==> config.mk <==
export PLATFORM = sky130hd
export DESIGN_NAME = vwire_comparator_config_regs
export DESIGN_NICKNAME = d
export VERILOG_FILES = /design/src/core/vwire_cmp_pkg.sv /design/src/core/vwire_comparator_config_regs.sv
export VERILOG_INCLUDE_DIRS = /design/src /design/src/core
export SDC_FILE = /design/constraint.sdc
export NUM_CORES = 1
export LEC_CHECK = 0
export BUFFER_PORTS_ARGS = -buffer_cell sky130_fd_sc_hd__buf_2
export CORE_MARGIN = 5
export CORE_UTILIZATION = 30
export CTS_CLUSTER_DIAMETER = 30
export DETAILED_ROUTE_END_ITERATION = 12
export SYNTH_ARGS = -nofsm -noshare
export SYNTH_HDL_FRONTEND = slang
export SYNTH_SLANG_ARGS = --single-unit
export TNS_END_PERCENT = 5
==> constraint.sdc <==
create_clock -name clk -period 1.4 [get_ports clk]
set_input_delay 0.07 -clock clk [delete_from_list [all_inputs] [get_ports clk]]
set_output_delay 0.07 -clock clk [all_outputs]
set_load 0.005 [all_outputs]
==> src/core/vwire_cmp_consts.svh <==
`ifndef VWIRE_CMP_CONSTS_SVH
`define VWIRE_CMP_CONSTS_SVH
// ****************************************
// Register offsets
// ****************************************
`define OFS_WIRE_SRC 8'h90
`define OFS_CMP_CTRL 8'h94
`define OFS_CMP_SLEEP 8'h98
`define OFS_WIRE_GROUP 8'ha0
`define OFS_HW_STATUS 8'ha4
// ****************************************
// Field positions and resets
// ****************************************
`define WIRE_SRC_RST 3'h7
`define BIT_WIRE_SOURCE_BIT_ZERO 0
`define BIT_WIRE_SOURCE_BIT_ONE 1
`define BIT_SRC2 2
`define BIT_CMP0_EN 0
`define BIT_CMP0_LOCK 2
`define BIT_CMP_RSV3 3
`define BIT_CMP1_EN 4
`define BIT_SLEEP0 0
`define BIT_SLEEP1 1
`define WIRE_SRC_MSB 2
`define BIT_ST_STRAP 2
`define BIT_ST_SMI 1
`define BIT_ST_SCI 0
`endif

==> src/core/vwire_cmp_pkg.sv <==
package vwire_cmp_pkg;
  typedef struct packed {
    logic [7:0] addr;
    logic [31:0] wdata;
    logic wr;
    logic rd;
  } reg_req_type;
  typedef struct packed {
    logic cmp0_en;
    logic cmp1_en;
    logic cmp0_sleep;
    logic cmp1_sleep;
    logic cfg_lock;
  } cmp_cfg_type;
endpackage : vwire_cmp_pkg

==> src/core/vwire_comparator_config_regs.sv <==
// Added by the designer: the strobed register port.
`timescale 1ns/10ps
`include "vwire_cmp_consts.svh"
module vwire_comparator_config_regs (
  input wire logic clk,
  input wire logic sys_rst,
  input wire logic clk_en,
  input wire vwire_cmp_pkg::reg_req_type req,
  output logic [31:0] rdata,
  input wire logic comparator0_strap_pin,
  input wire logic mailbox_host_smi_request,
  input wire logic controller_sci_request,
  output logic [1:0] smi_sci_wire_group_reg,
  output vwire_cmp_pkg::cmp_cfg_type cmp_cfg
);
  import vwire_cmp_pkg::*;

  // ****************************************
  // Pin synchronisers
  // ****************************************
  // Left out of reset so the strap has settled by the end of reset
  // Both flops run while reset is held
  logic [2:0] pin_meta_r;
  logic [2:0] pin_sync_r;
  logic strap_s;
  logic smi_s;
  logic sci_s;

  always_ff @(posedge clk) begin
    if (clk_en) begin
      pin_meta_r <= {comparator0_strap_pin, mailbox_host_smi_request, controller_sci_request};
    end
  end

  // Only this stage may read the first flop
  always_ff @(posedge clk) begin
    if (clk_en) begin
      pin_sync_r <= pin_meta_r;
    end
  end

  assign strap_s = pin_sync_r[`BIT_ST_STRAP];
  assign smi_s = pin_sync_r[`BIT_ST_SMI];
  assign sci_s = pin_sync_r[`BIT_ST_SCI];

  // ****************************************
  // Register bus decode
  // ****************************************
  // The slave never stalls; a strobe seen with clk_en low is lost
  function automatic logic hit(input logic [7:0] a, input logic [7:0] ofs);
    hit = (a == ofs);
  endfunction : hit

  function automatic logic wr_hit(input reg_req_type r, input logic [7:0] ofs);
    wr_hit = r.wr && hit(r.addr, ofs);
  endfunction : wr_hit

  logic wr_src;
  logic wr_ctl;
  logic wr_slp;
  logic wr_grp;

  assign wr_src = wr_hit(req, `OFS_WIRE_SRC);
  assign wr_ctl = wr_hit(req, `OFS_CMP_CTRL);
  assign wr_slp = wr_hit(req, `OFS_CMP_SLEEP);
  assign wr_grp = wr_hit(req, `OFS_WIRE_GROUP);

  // ****************************************
  // Wire source mask
  // ****************************************
  // Mask bit 2 has no hardware source behind it
  logic [2:0] wire_source_mask_r;
  logic [2:0] wire_source_mask_nxt;

  always_comb begin
    wire_source_mask_nxt = wire_source_mask_r;
    if (wr_src) begin
      // Top bit stored as written; firmware must keep it at one
      wire_source_mask_nxt = req.wdata[`WIRE_SRC_MSB:0];
    end
  end

  always_ff @(posedge clk) begin
    if (sys_rst) begin
      wire_source_mask_r <= `WIRE_SRC_RST;
    end else if (clk_en) begin
      wire_source_mask_r <= wire_source_mask_nxt;
    end
  end

  // ****************************************
  // SMI and SCI source bits
  // ****************************************
  // Firmware write wins for one cycle; an unmasked source retakes the bit next cycle
  logic [1:0] grp_nxt;

  always_comb begin
    grp_nxt = smi_sci_wire_group_reg;
    if (!wire_source_mask_r[`BIT_WIRE_SOURCE_BIT_ONE]) begin
      grp_nxt[`BIT_WIRE_SOURCE_BIT_ONE] = smi_s;
    end
    if (!wire_source_mask_r[`BIT_WIRE_SOURCE_BIT_ZERO]) begin
      grp_nxt[`BIT_WIRE_SOURCE_BIT_ZERO] = sci_s;
    end
    if (wr_grp) begin
      grp_nxt[`BIT_WIRE_SOURCE_BIT_ONE] = req.wdata[`BIT_WIRE_SOURCE_BIT_ONE];
      grp_nxt[`BIT_WIRE_SOURCE_BIT_ZERO] = req.wdata[`BIT_WIRE_SOURCE_BIT_ZERO];
    end
  end

  always_ff @(posedge clk) begin
    if (sys_rst) begin
      smi_sci_wire_group_reg <= 2'h0;
    end else if (clk_en) begin
      smi_sci_wire_group_reg <= grp_nxt;
    end
  end

  // ****************************************
  // Strap capture
  // ****************************************
  // Reset may load only constants, so the strap is taken one cycle later
  // A high strap locks comparator 0 before software runs
  logic strap_pend_r;

  always_ff @(posedge clk) begin
    if (sys_rst) begin
      strap_pend_r <= 1'b1;
    end else if (clk_en) begin
      strap_pend_r <= 1'b0;
    end
  end

  // ****************************************
  // Comparator 0 and lock
  // ****************************************
  // A control write in the capture cycle loses its lock and cmp0 bits; software waits one cycle
  logic lock_r;
  logic lock_nxt;
  logic cmp0_en_r;
  logic cmp0_en_nxt;

  always_comb begin
    lock_nxt = lock_r;
    cmp0_en_nxt = cmp0_en_r;
    if (strap_pend_r) begin
      lock_nxt = strap_s;
      cmp0_en_nxt = strap_s;
    end else if (wr_ctl && !lock_r) begin
      lock_nxt = req.wdata[`BIT_CMP0_LOCK];
      cmp0_en_nxt = req.wdata[`BIT_CMP0_EN];
    end
  end

  always_ff @(posedge clk) begin
    if (sys_rst) begin
      lock_r <= 1'b0;
    end else if (clk_en) begin
      lock_r <= lock_nxt;
    end
  end

  always_ff @(posedge clk) begin
    if (sys_rst) begin
      cmp0_en_r <= 1'b0;
    end else if (clk_en) begin
      cmp0_en_r <= cmp0_en_nxt;
    end
  end

  // ****************************************
  // Comparator 1 and spare bit
  // ****************************************
  // Comparator 1 has no lock
  logic cmp1_en_r;
  logic cmp1_en_nxt;
  logic rsv3_r;
  logic rsv3_nxt;

  always_comb begin
    cmp1_en_nxt = cmp1_en_r;
    rsv3_nxt = rsv3_r;
    if (wr_ctl) begin
      cmp1_en_nxt = req.wdata[`BIT_CMP1_EN];
      // Spare bit stays writable even while locked
      rsv3_nxt = req.wdata[`BIT_CMP_RSV3];
    end
  end

  always_ff @(posedge clk) begin
    if (sys_rst) begin
      cmp1_en_r <= 1'b0;
    end else if (clk_en) begin
      cmp1_en_r <= cmp1_en_nxt;
    end
  end

  always_ff @(posedge clk) begin
    if (sys_rst) begin
      rsv3_r <= 1'b0;
    end else if (clk_en) begin
      rsv3_r <= rsv3_nxt;
    end
  end

  // ****************************************
  // Deep sleep enables
  // ****************************************
  // Sleep 0 follows the comparator 0 lock, sleep 1 never locks
  logic slp0_r;
  logic slp0_nxt;
  logic slp1_r;
  logic slp1_nxt;

  always_comb begin
    slp0_nxt = slp0_r;
    slp1_nxt = slp1_r;
    if (wr_slp) begin
      slp1_nxt = req.wdata[`BIT_SLEEP1];
      if (!lock_r) begin
        slp0_nxt = req.wdata[`BIT_SLEEP0];
      end
    end
  end

  always_ff @(posedge clk) begin
    if (sys_rst) begin
      slp0_r <= 1'b0;
    end else if (clk_en) begin
      slp0_r <= slp0_nxt;
    end
  end

  always_ff @(posedge clk) begin
    if (sys_rst) begin
      slp1_r <= 1'b0;
    end else if (clk_en) begin
      slp1_r <= slp1_nxt;
    end
  end

  // ****************************************
  // Configuration outputs
  // ****************************************
  // One cycle behind the registers to keep every output on a flop
  always_ff @(posedge clk) begin
    if (sys_rst) begin
      cmp_cfg <= '0;
    end else if (clk_en) begin
      cmp_cfg.cmp0_en <= cmp0_en_r;
      cmp_cfg.cmp1_en <= cmp1_en_r;
      cmp_cfg.cmp0_sleep <= slp0_r;
      cmp_cfg.cmp1_sleep <= slp1_r;
      cmp_cfg.cfg_lock <= lock_r;
    end
  end

  // ****************************************
  // Read words
  // ****************************************
  // Reserved control bit 1 always reads zero
  function automatic logic [31:0] ctrl_word(
    input logic c1,
    input logic sp,
    input logic lk,
    input logic c0
  );
    ctrl_word = 32'h0;
    ctrl_word[`BIT_CMP1_EN] = c1;
    ctrl_word[`BIT_CMP_RSV3] = sp;
    ctrl_word[`BIT_CMP0_LOCK] = lk;
    ctrl_word[`BIT_CMP0_EN] = c0;
  endfunction : ctrl_word

  function automatic logic [31:0] pair_word(input logic hi, input logic lo);
    pair_word = 32'h0;
    pair_word[`BIT_SLEEP1] = hi;
    pair_word[`BIT_SLEEP0] = lo;
  endfunction : pair_word

  function automatic logic [31:0] status_word(input logic st, input logic sm, input logic sc);
    status_word = 32'h0;
    status_word[`BIT_ST_STRAP] = st;
    status_word[`BIT_ST_SMI] = sm;
    status_word[`BIT_ST_SCI] = sc;
  endfunction : status_word

  // ****************************************
  // Read port
  // ****************************************
  // Unmapped offsets and reserved bits read as zero; spare control bit 3 reads back as written
  logic [31:0] rd_nxt;

  always_comb begin
    rd_nxt = 32'h0;
    case (req.addr)
      `OFS_WIRE_SRC: begin
        rd_nxt[`WIRE_SRC_MSB:0] = wire_source_mask_r;
      end
      `OFS_CMP_CTRL: begin
        rd_nxt = ctrl_word(cmp1_en_r, rsv3_r, lock_r, cmp0_en_r);
      end
      `OFS_CMP_SLEEP: begin
        rd_nxt = pair_word(slp1_r, slp0_r);
      end
      `OFS_WIRE_GROUP: begin
        rd_nxt = pair_word(smi_sci_wire_group_reg[`BIT_WIRE_SOURCE_BIT_ONE],
                           smi_sci_wire_group_reg[`BIT_WIRE_SOURCE_BIT_ZERO]);
      end
      `OFS_HW_STATUS: begin
        rd_nxt = status_word(strap_s, smi_s, sci_s);
      end
      default: begin
        rd_nxt = 32'h0;
      end
    endcase
  end

  // Read data stands one cycle, then returns to zero
  always_ff @(posedge clk) begin
    if (sys_rst) begin
      rdata <= 32'h0;
    end else if (clk_en) begin
      if (req.rd) begin
        rdata <= rd_nxt;
      end else begin
        rdata <= 32'h0;
      end
    end
  end
endmodule : vwire_comparator_config_regs

==> Word-level counts from Yosys, hierarchy flattened <==
Index checks and enable logic that the tools add are counted.
Widths: inputs -> output; s select.
{ "classes": {"n_eq_ne": 7, "muxes": 10, "bitwise": 1, "reduce_logical": 14} }
{ "op_table": {"columns": ["cell", "n"], "rows": [
  ["$eq 8x8->1 const B", 5],
  ["$mux 32", 1],
  ["$pmux 3 s5", 1],
  ["$reduce_and 2->1", 6],
  ["$mux 1", 6],
  ["$logic_and 1x1->1", 5],
  ["$mux 2", 2],
  ["$ne 2x2->1 const B", 2],
  ["$reduce_and 3->1", 1],
  ["$reduce_bool 2->1", 1],
  ["$logic_not 1->1", 1],
  ["$not 1->1", 1]
]} }
{ "word_totals": {"ff_bits": 55, "in_bits": 48, "out_inout_bits": 39} }

==> Longest topological paths before layout <==
Gate-level depths: netlist (run 1).
{ "depth": {"word_depth": 5, "depth_mapped": 6} }

==> Worst setup path before layout (run 1) <==
No wires, ideal clock.
{ "synth_path": {"path_type": "input to register", "startpoint": "input port req[39] (netlist name)", "endpoint": "register smi_sci_wire_group_reg[1]", "setup_ns": 0.122, "arrival_time_ns": 1.033, "required_time_ns": 1.278, "setup_slack_ns": 0.246, "stages": 5, "path_buffers": 1, "cell_sequence": "nor2b_2 -> buf_6 -> nand4_1 -> or4b_1 -> o311a_1"} }
{ "synth_via": {"elab_chain_cells": 4} }
{ "synth_rtl": {"columns": ["item", "line_no", "text"], "rows": [
  ["start, declared", "vwire_comparator_config_regs.sv:8", "input wire vwire_cmp_pkg::reg_req_type req,"],
  ["$eq 8x8->1 (*)", "vwire_comparator_config_regs.sv:51", "hit = (a == ofs);"],
  ["$logic_and 1x1->1 (*)", "vwire_comparator_config_regs.sv:55", "wr_hit = r.wr && hit(r.addr, ofs);"],
  ["$ne 2x2->1 (no source line)", null, null],
  ["$reduce_and 2->1 (no source line)", null, null],
  ["end signal, assigned", "vwire_comparator_config_regs.sv:115", "smi_sci_wire_group_reg <= grp_nxt;"],
  ["end, declared", "vwire_comparator_config_regs.sv:13", "output logic [1:0] smi_sci_wire_group_reg,"]
]} }
Mark *: on every way between the ends. The rest lies on a longest branch, timed or not.
A chain may end at the register's enable or synchronous reset.

==> Worst setup path in the final report (run 1) <==
{ "layout_path": {"startpoint": "register pin_sync_r[2]", "endpoint": "register rdata[2]"} }
{ "layout_via": {"elab_chain_cells": 2} }
{ "layout_rtl": {"columns": ["item", "line_no", "text"], "rows": [
  ["start, declared", "vwire_comparator_config_regs.sv:24", "logic [2:0] pin_sync_r;"],
  ["start signal, assigned", "vwire_comparator_config_regs.sv:38", "pin_sync_r <= pin_meta_r;"],
  ["$pmux 3 s5", "vwire_comparator_config_regs.sv:296", "case (req.addr)"],
  ["$mux 32", "vwire_comparator_config_regs.sv:324", "if (req.rd) begin"],
  ["end signal, assigned", "vwire_comparator_config_regs.sv:325", "rdata <= rd_nxt;"],
  ["end, declared", "vwire_comparator_config_regs.sv:9", "output logic [31:0] rdata,"]
]} }
Every way passes these cells.

==> qor.yml, run 1 <==
mostFrequentLayoutCells: "buf_2 (32), conb_1 (27), dfxtp_1 (22), nand2_1 (16), nor2_1 (15)"
dr_wl_met2_mm: 1.52
skew_ns: 0.00613
grt_overflow: 0
clockPowerShare_pct: 29.8
worstHoldPathCells: 3
detail_route.wl_per_cell_um: 12.6
drt-total-wl_mm: 3.41
final_common_cell: "buf_2"
n_antenna_cell: 0
crit_type: "flip-flop to flip-flop"
drc_errors: 0
htreeDepth: 1
antenna_left: 0
top_layer_used: "met4"
start_util_pct: 30.3
fin_crit_ns: 1.11
p_per_area_nw_per_um2: 845
drive_gt1_share_pct: 23.9
rsz0062_at_grt: "no"
hp-class: "input pin to flip-flop"
dieArea_um2: 6620
hp-start: "req[6]"
grt_max_degree: 16
cts_tree: "built"
p_sw_share_pct: 24.2
timing.fmax_mhz: 897
row_count: 26
required_ns: 1.56
postSynthAreaPerCell_um2: 9.32
reg.largest.list: "cmp_cfg x5, rdata x5"
clk_pin_slew_worst_paths_ns: 0.09
numPortBuffers: 32
r2r_start: "pin_sync_r[2]"
p_int_mw: 1.12
synthDistinctLibCells: 44
gp_congestion: 0.845
cts_sinks: 28
whs_endpoint: "cmp1_en_r"
fin_util_pct: 34.7
cts_resized: 0
finalMaxSlewViolations: 0
cp-start-kind: "flip-flop"
cpPeakStageDelay_ns: 0.44
core_area_um2: 5040
r2r_end: "rdata[2]"
power_switching_mw: 0.357
power.leakage_nw: 0.778
io-pin-count: 87
drt-met1-wl_mm: 1.58
fin_crit_sh_pct: 79.6
dr_wl_met3_um: 277
area_growth_pct: 14.6
post_cts_buffers: 0
clock_path_buffers: 2
netlist_instances: 164
vdd_ir_drop_max_mv: 0.549
fin_tns_setup_ns: 0
comb_power_share_pct: 11.9
dpl.hpwl_mm: 2.73
grt_use_total_pct: 10.5
crit_fanout: 3
r2r_setup_slack_ns: 0.29
drt_iter0_markers: 97
status: "complete, no violations"
cts-root-buf: "clkbuf_8"
syn_area_um2: 1530
yosys_warnings: 0
dr.pass1.iters: 4
worstPathArrival_ns: 1.28
synth_seq_cells: 28
numCtsBuffers: 3
critPathCaptureType: "flip-flop"
worstSkewPairLatency_ns: 0.27
reg2regPathDepth: 3
vias: 1216
die_w_um: 81.4
setup-violations-final: 0
final_nets: 250
via_per_inst: 4.49
grt_pass1_wl_mm: 5.42
max_cap_viol_count: 0
synth_seq_area_share_pct: 40.6
grt_pass1_vias: 1124
critPathSlowestCell: "edfxtp_1"
crit_chain: "a22o_1 -> a32oi_1 -> o31ai_2"
p_seq_share_pct: 58.3
finalHoldViolations: 0
antenna_found_initial: 0
fp.dieH_um: 81.4
-- layout make-up --
class                      count  area (um2)
multi-input combinational    121         739
inverter                       8        30.0
tap                           70        87.6
sequential                    28         621
clock buffer                   4        45.0
fill                         536        3290
timing repair buffer          40         228
-- repair_timing --
item,4_1_cts,5_1_grt
hold endpoints to repair,3,0
endpoints found under the setup margin,0,0
hold buffers,3,0
-- synthesized netlist by cell type --
library cell / number / share of area (%)
nor4b_1: 2 / 1.1
nor4_1: 1 / 0.41
o21a_1: 2 / 0.98
o21ai_1: 1 / 0.33
clkbuf_1: 2 / 0.49
o311a_1: 2 / 1.3
buf_2: 2 / 0.66
and4_1: 1 / 0.57
a21oi_1: 5 / 1.6
inv_1: 8 / 2.0
or3_1: 1 / 0.41
a221oi_1: 3 / 1.7
edfxtp_1: 6 / 12
a311oi_1: 2 / 1.1
dfxtp_1: 22 / 29
and3b_1: 1 / 0.57
a22oi_2: 1 / 0.82
a32oi_1: 1 / 0.57
buf_1: 1 / 0.25
buf_6: 1 / 0.74
nand4_1: 5 / 2.0
or4_4: 1 / 0.74
nand4bb_1: 1 / 0.74
o31ai_2: 1 / 0.82
mux2i_1: 12 / 7.9
nor2_1: 15 / 3.7
nor2b_1: 2 / 0.82
o32a_1: 1 / 0.66
nand2b_1: 1 / 0.41
and4bb_2: 1 / 0.82
a22o_1: 2 / 1.1
o211ai_1: 1 / 0.49
a21o_1: 1 / 0.49
nor2b_2: 1 / 0.57
nor3_2: 2 / 1.3
conb_1: 1 / 0.25
nand2_1: 16 / 3.9
and2_1: 1 / 0.41
and2b_2: 1 / 0.57
or4b_1: 1 / 0.66
o41ai_1: 1 / 0.57
nand3_1: 3 / 0.98
o22ai_1: 1 / 0.41
buf_4: 27 / 13
-- power by group through the flow --
stage	logic, mW	clock network, mW	registers (mW)
3_3_place_gp	0.167	0	0.880
5_1_grt	0.199	0.510	0.865
6_report	0.176	0.441	0.862
3_5_place_dp	0.168	0	0.881
2_1_floorplan	0.153	0	0.876
4_1_cts	0.175	0.464	0.862
-- cell families after synthesis --
kind of cell           after synthesis  synth area share (%)
multiplexers                        12                  7.86
AND/OR/NAND/NOR                     57                  20.8
AO/OA/AOI/OAI                       25                  13.1
buffers and inverters               41                  17.4
flip-flops                          28                  40.6
other                                1                 0.245
-- per-layer routing --
layer,vias to the layer above,track usage [%]
met3,5,2.22
met5,-,0
met2,52,16.4
met1,556,14.4
li1,603,-
met4,0,3.55
-- worst max-delay path by stage --
stage	endpoint	from	cells after the start	slack (ns)
global route	cmp0_en_r	lock_r	3	0.21
finish	rdata[2]	pin_sync_r[2]	3	0.29
floorplan	smi_sci_wire_group_reg[1]	req[39]	5	0.25
detailed placement	cmp0_en_r	req[35]	5	0.08
global placement	cmp0_en_r	req[35]	5	0.08
CTS	rdata[2]	pin_sync_r[2]	3	0.29
-- critical path: cells and delay by family, from the launching register on --
kind	cells	cell delay, ns
AOI/OAI and AO/OA	3	0.57
DFF	1	0.44
-- per-stage QoR --
stage / cell area, um2 / total power [mW] / hold slack (ns) / cells / worst slack [ns]
after detailed placement: 1680 / 1.05 / 0.249 / 264 / 0.0763
after CTS: 1750 / 1.50 / 0.0249 / 271 / 0.292
after global placement: 1680 / 1.05 / 0.247 / 264 / 0.0797
final: 1750 / 1.48 / 0.0298 / 271 / 0.285
after global routing: 1750 / 1.57 / 0.0253 / 271 / 0.208
after floorplan: 1630 / 1.03 / 0.169 / 190 / 0.246
No activity file was read; power rests on OpenSTA's default activity.
==> run 2, diff against run 1 <==
- clock period: 1.4 -> 1.1 ns (I/O delays scaled with it)
==> qor.yml, run 2 (same netlist as run 1, synthesis figures left out) <==
core_area_um2: 5040  # unchanged
mostFrequentLayoutCells: "buf_2 (32), conb_1 (27), dfxtp_1 (21), buf_4 (20), nand2_1 (16)"
clk_pin_slew_worst_paths_ns: 0.10  # about the same
setup-violations-final: 1  # +1
cpPeakStageDelay_ns: 0.40  # -0.04 ns
crit_chain: "a221oi_1 -> nor4_2 -> o21a_1"
clock_path_buffers: 2  # unchanged
via_per_inst: 4.50  # +0.25%
drt-total-wl_mm: 3.70  # +8.5%
timing.fmax_mhz: 907  # +1.1%
fin_util_pct: 38.0  # +3.3 points
final_common_cell: "buf_2"
crit_type: "flip-flop to flip-flop"
drc_errors: 0  # unchanged
critPathTopFamily: "compound AO/OA/AOI/OAI gates"
grt_pass1_vias: 1173  # +4.4%
detail_route.wl_per_cell_um: 12.9  # +2.4%
reg.largest.list: "cmp_cfg x5, rdata x5"
numCtsBuffers: 3  # unchanged
cts_sinks: 28  # unchanged
cts-root-buf: "clkbuf_8"
n_antenna_cell: 0  # unchanged
dieArea_um2: 6620  # unchanged
critPathSlowestCell: "a221oi_1"
critPathCaptureType: "flip-flop"
area_growth_pct: 25.6
final_nets: 266  # +6.4%
skew_ns: 0.00652  # +0.000389 ns
violations: "negative setup slack"
rsz0062_at_grt: "yes"
gp_congestion: 0.808  # -4.5%
dpl.hpwl_mm: 2.88  # +5.4%
drt_iter0_markers: 98  # +1.0%
grt_max_degree: 20  # +4
fin_crit_ns: 1.10  # -0.0118 ns
fin_crit_sh_pct: 100  # +21 points
total_power_mw: 2.19  # +48%
fp.dieH_um: 81.4  # unchanged
vdd_ir_drop_max_mv: 0.975  # +78%
die_w_um: 81.4  # unchanged
grt_pass1_wl_mm: 5.64  # +4.1%
drive_gt1_share_pct: 30.9  # +7.0 points
dr.pass1.iters: 4  # unchanged
hp-class: "input pin to flip-flop"
vias: 1291  # +6.2%
worstSkewPairLatency_ns: 0.28  # about the same
start_util_pct: 30.3  # unchanged
finalMaxSlewViolations: 0  # unchanged
antenna_found_initial: 0  # unchanged
io-pin-count: 87  # unchanged
row_count: 26  # unchanged
status: "complete, but fails checks"
numPortBuffers: 32  # unchanged
max_cap_viol_count: 0  # unchanged
grt_overflow: 0  # unchanged
hp-start: "req[5]"
cts_tree: "built"
cp-startpoint: "wire_source_mask_r[0]"
required_ns: 1.28  # -0.28 ns
post_cts_buffers: 0  # unchanged
worstPathArrival_ns: 1.29  # about the same
p_per_area_nw_per_um2: 1140  # +35%
r2r_start: "wire_source_mask_r[0]"
crit_fanout: 2  # -1
cp-start-kind: "flip-flop"
power.leakage_nw: 0.875  # +12%
finalHoldViolations: 0  # unchanged
worst_slack_ns: -0.00276  # -0.288 ns
antenna_left: 0  # unchanged
fillers: 538  # +0.37%
crit_buf_inv: 0  # unchanged
htreeDepth: 1  # unchanged
grt_use_total_pct: 11.1  # +0.57 points
-- run 2: repair_timing --
action                                 4_1_cts  5_1_grt
endpoints found under the hold margin        3        1
setup endpoints to repair                    2        4
hold buffers                                 3        1
resized for setup                            1        2
pin swaps                                    0        3
-- run 2: power breakdown --
part,internal [mW],leakage (nW),switching [mW]
registers,1.08,0.237,0.0197
logic,0.121,0.602,0.147
clock network,0.487,0.0357,0.339
-- run 2: layer usage --
| layer | track usage [%] | share of wire (%) |
|---|---|---|
| met2 | 17.3 | 44 |
| met1 | 15.6 | 47 |
| met3 | 2.77 | 8.1 |
| met4 | 2.03 | 0.57 |
| met5 | 0 | 0 |
-- run 2: area by class of cell --
class / count / area (um2) / share of cell area (%)
clock buffers: 3 / 41.3 / 2.15
clock inverters: 1 / 30.0 / 1.57
inverters: 8 / 30.0 / 1.57
multi-input cells: 121 / 757 / 39.5
flip-flops and latches: 28 / 622 / 32.4
well taps: 70 / 87.6 / 4.57
repair buffers: 56 / 350 / 18.3
-- run 2: worst reg2reg max path, delay by kind of cell (launching register included) --
kind	cells	cell delay, ns
AOI/OAI and AO/OA	2	0.58
DFF	1	0.34
and+or+nand+nor	1	0.09
-- run 2: final timing paths --
| path | to | slack, ns | cells after the start |
|---|---|---|---|
| max | rdata[0] | -0.003 | 3 |
| min | rsv3_r | 0.005 | 3 |
| max reg2reg | rdata[0] | -0.003 | 3 |
| min reg2reg | pin_sync_r[1] | 0.42 | 0 |
-- run 2: metrics by stage --
stage	setup TNS (ns)	hold WS (ns)	setup slack (ns)	area [um2]	cells
2_1_floorplan	-0.00733	0.154	-0.00695	1630	190
3_3_place_gp	-1.59	0.235	-0.162	1790	279
3_5_place_dp	-1.69	0.236	-0.183	1790	279
4_1_cts	-0.00276	0.000966	-0.00276	1900	286
5_1_grt	-0.0820	0.0190	-0.0503	1920	287
6_report	-0.00276	0.00547	-0.00276	1920	287
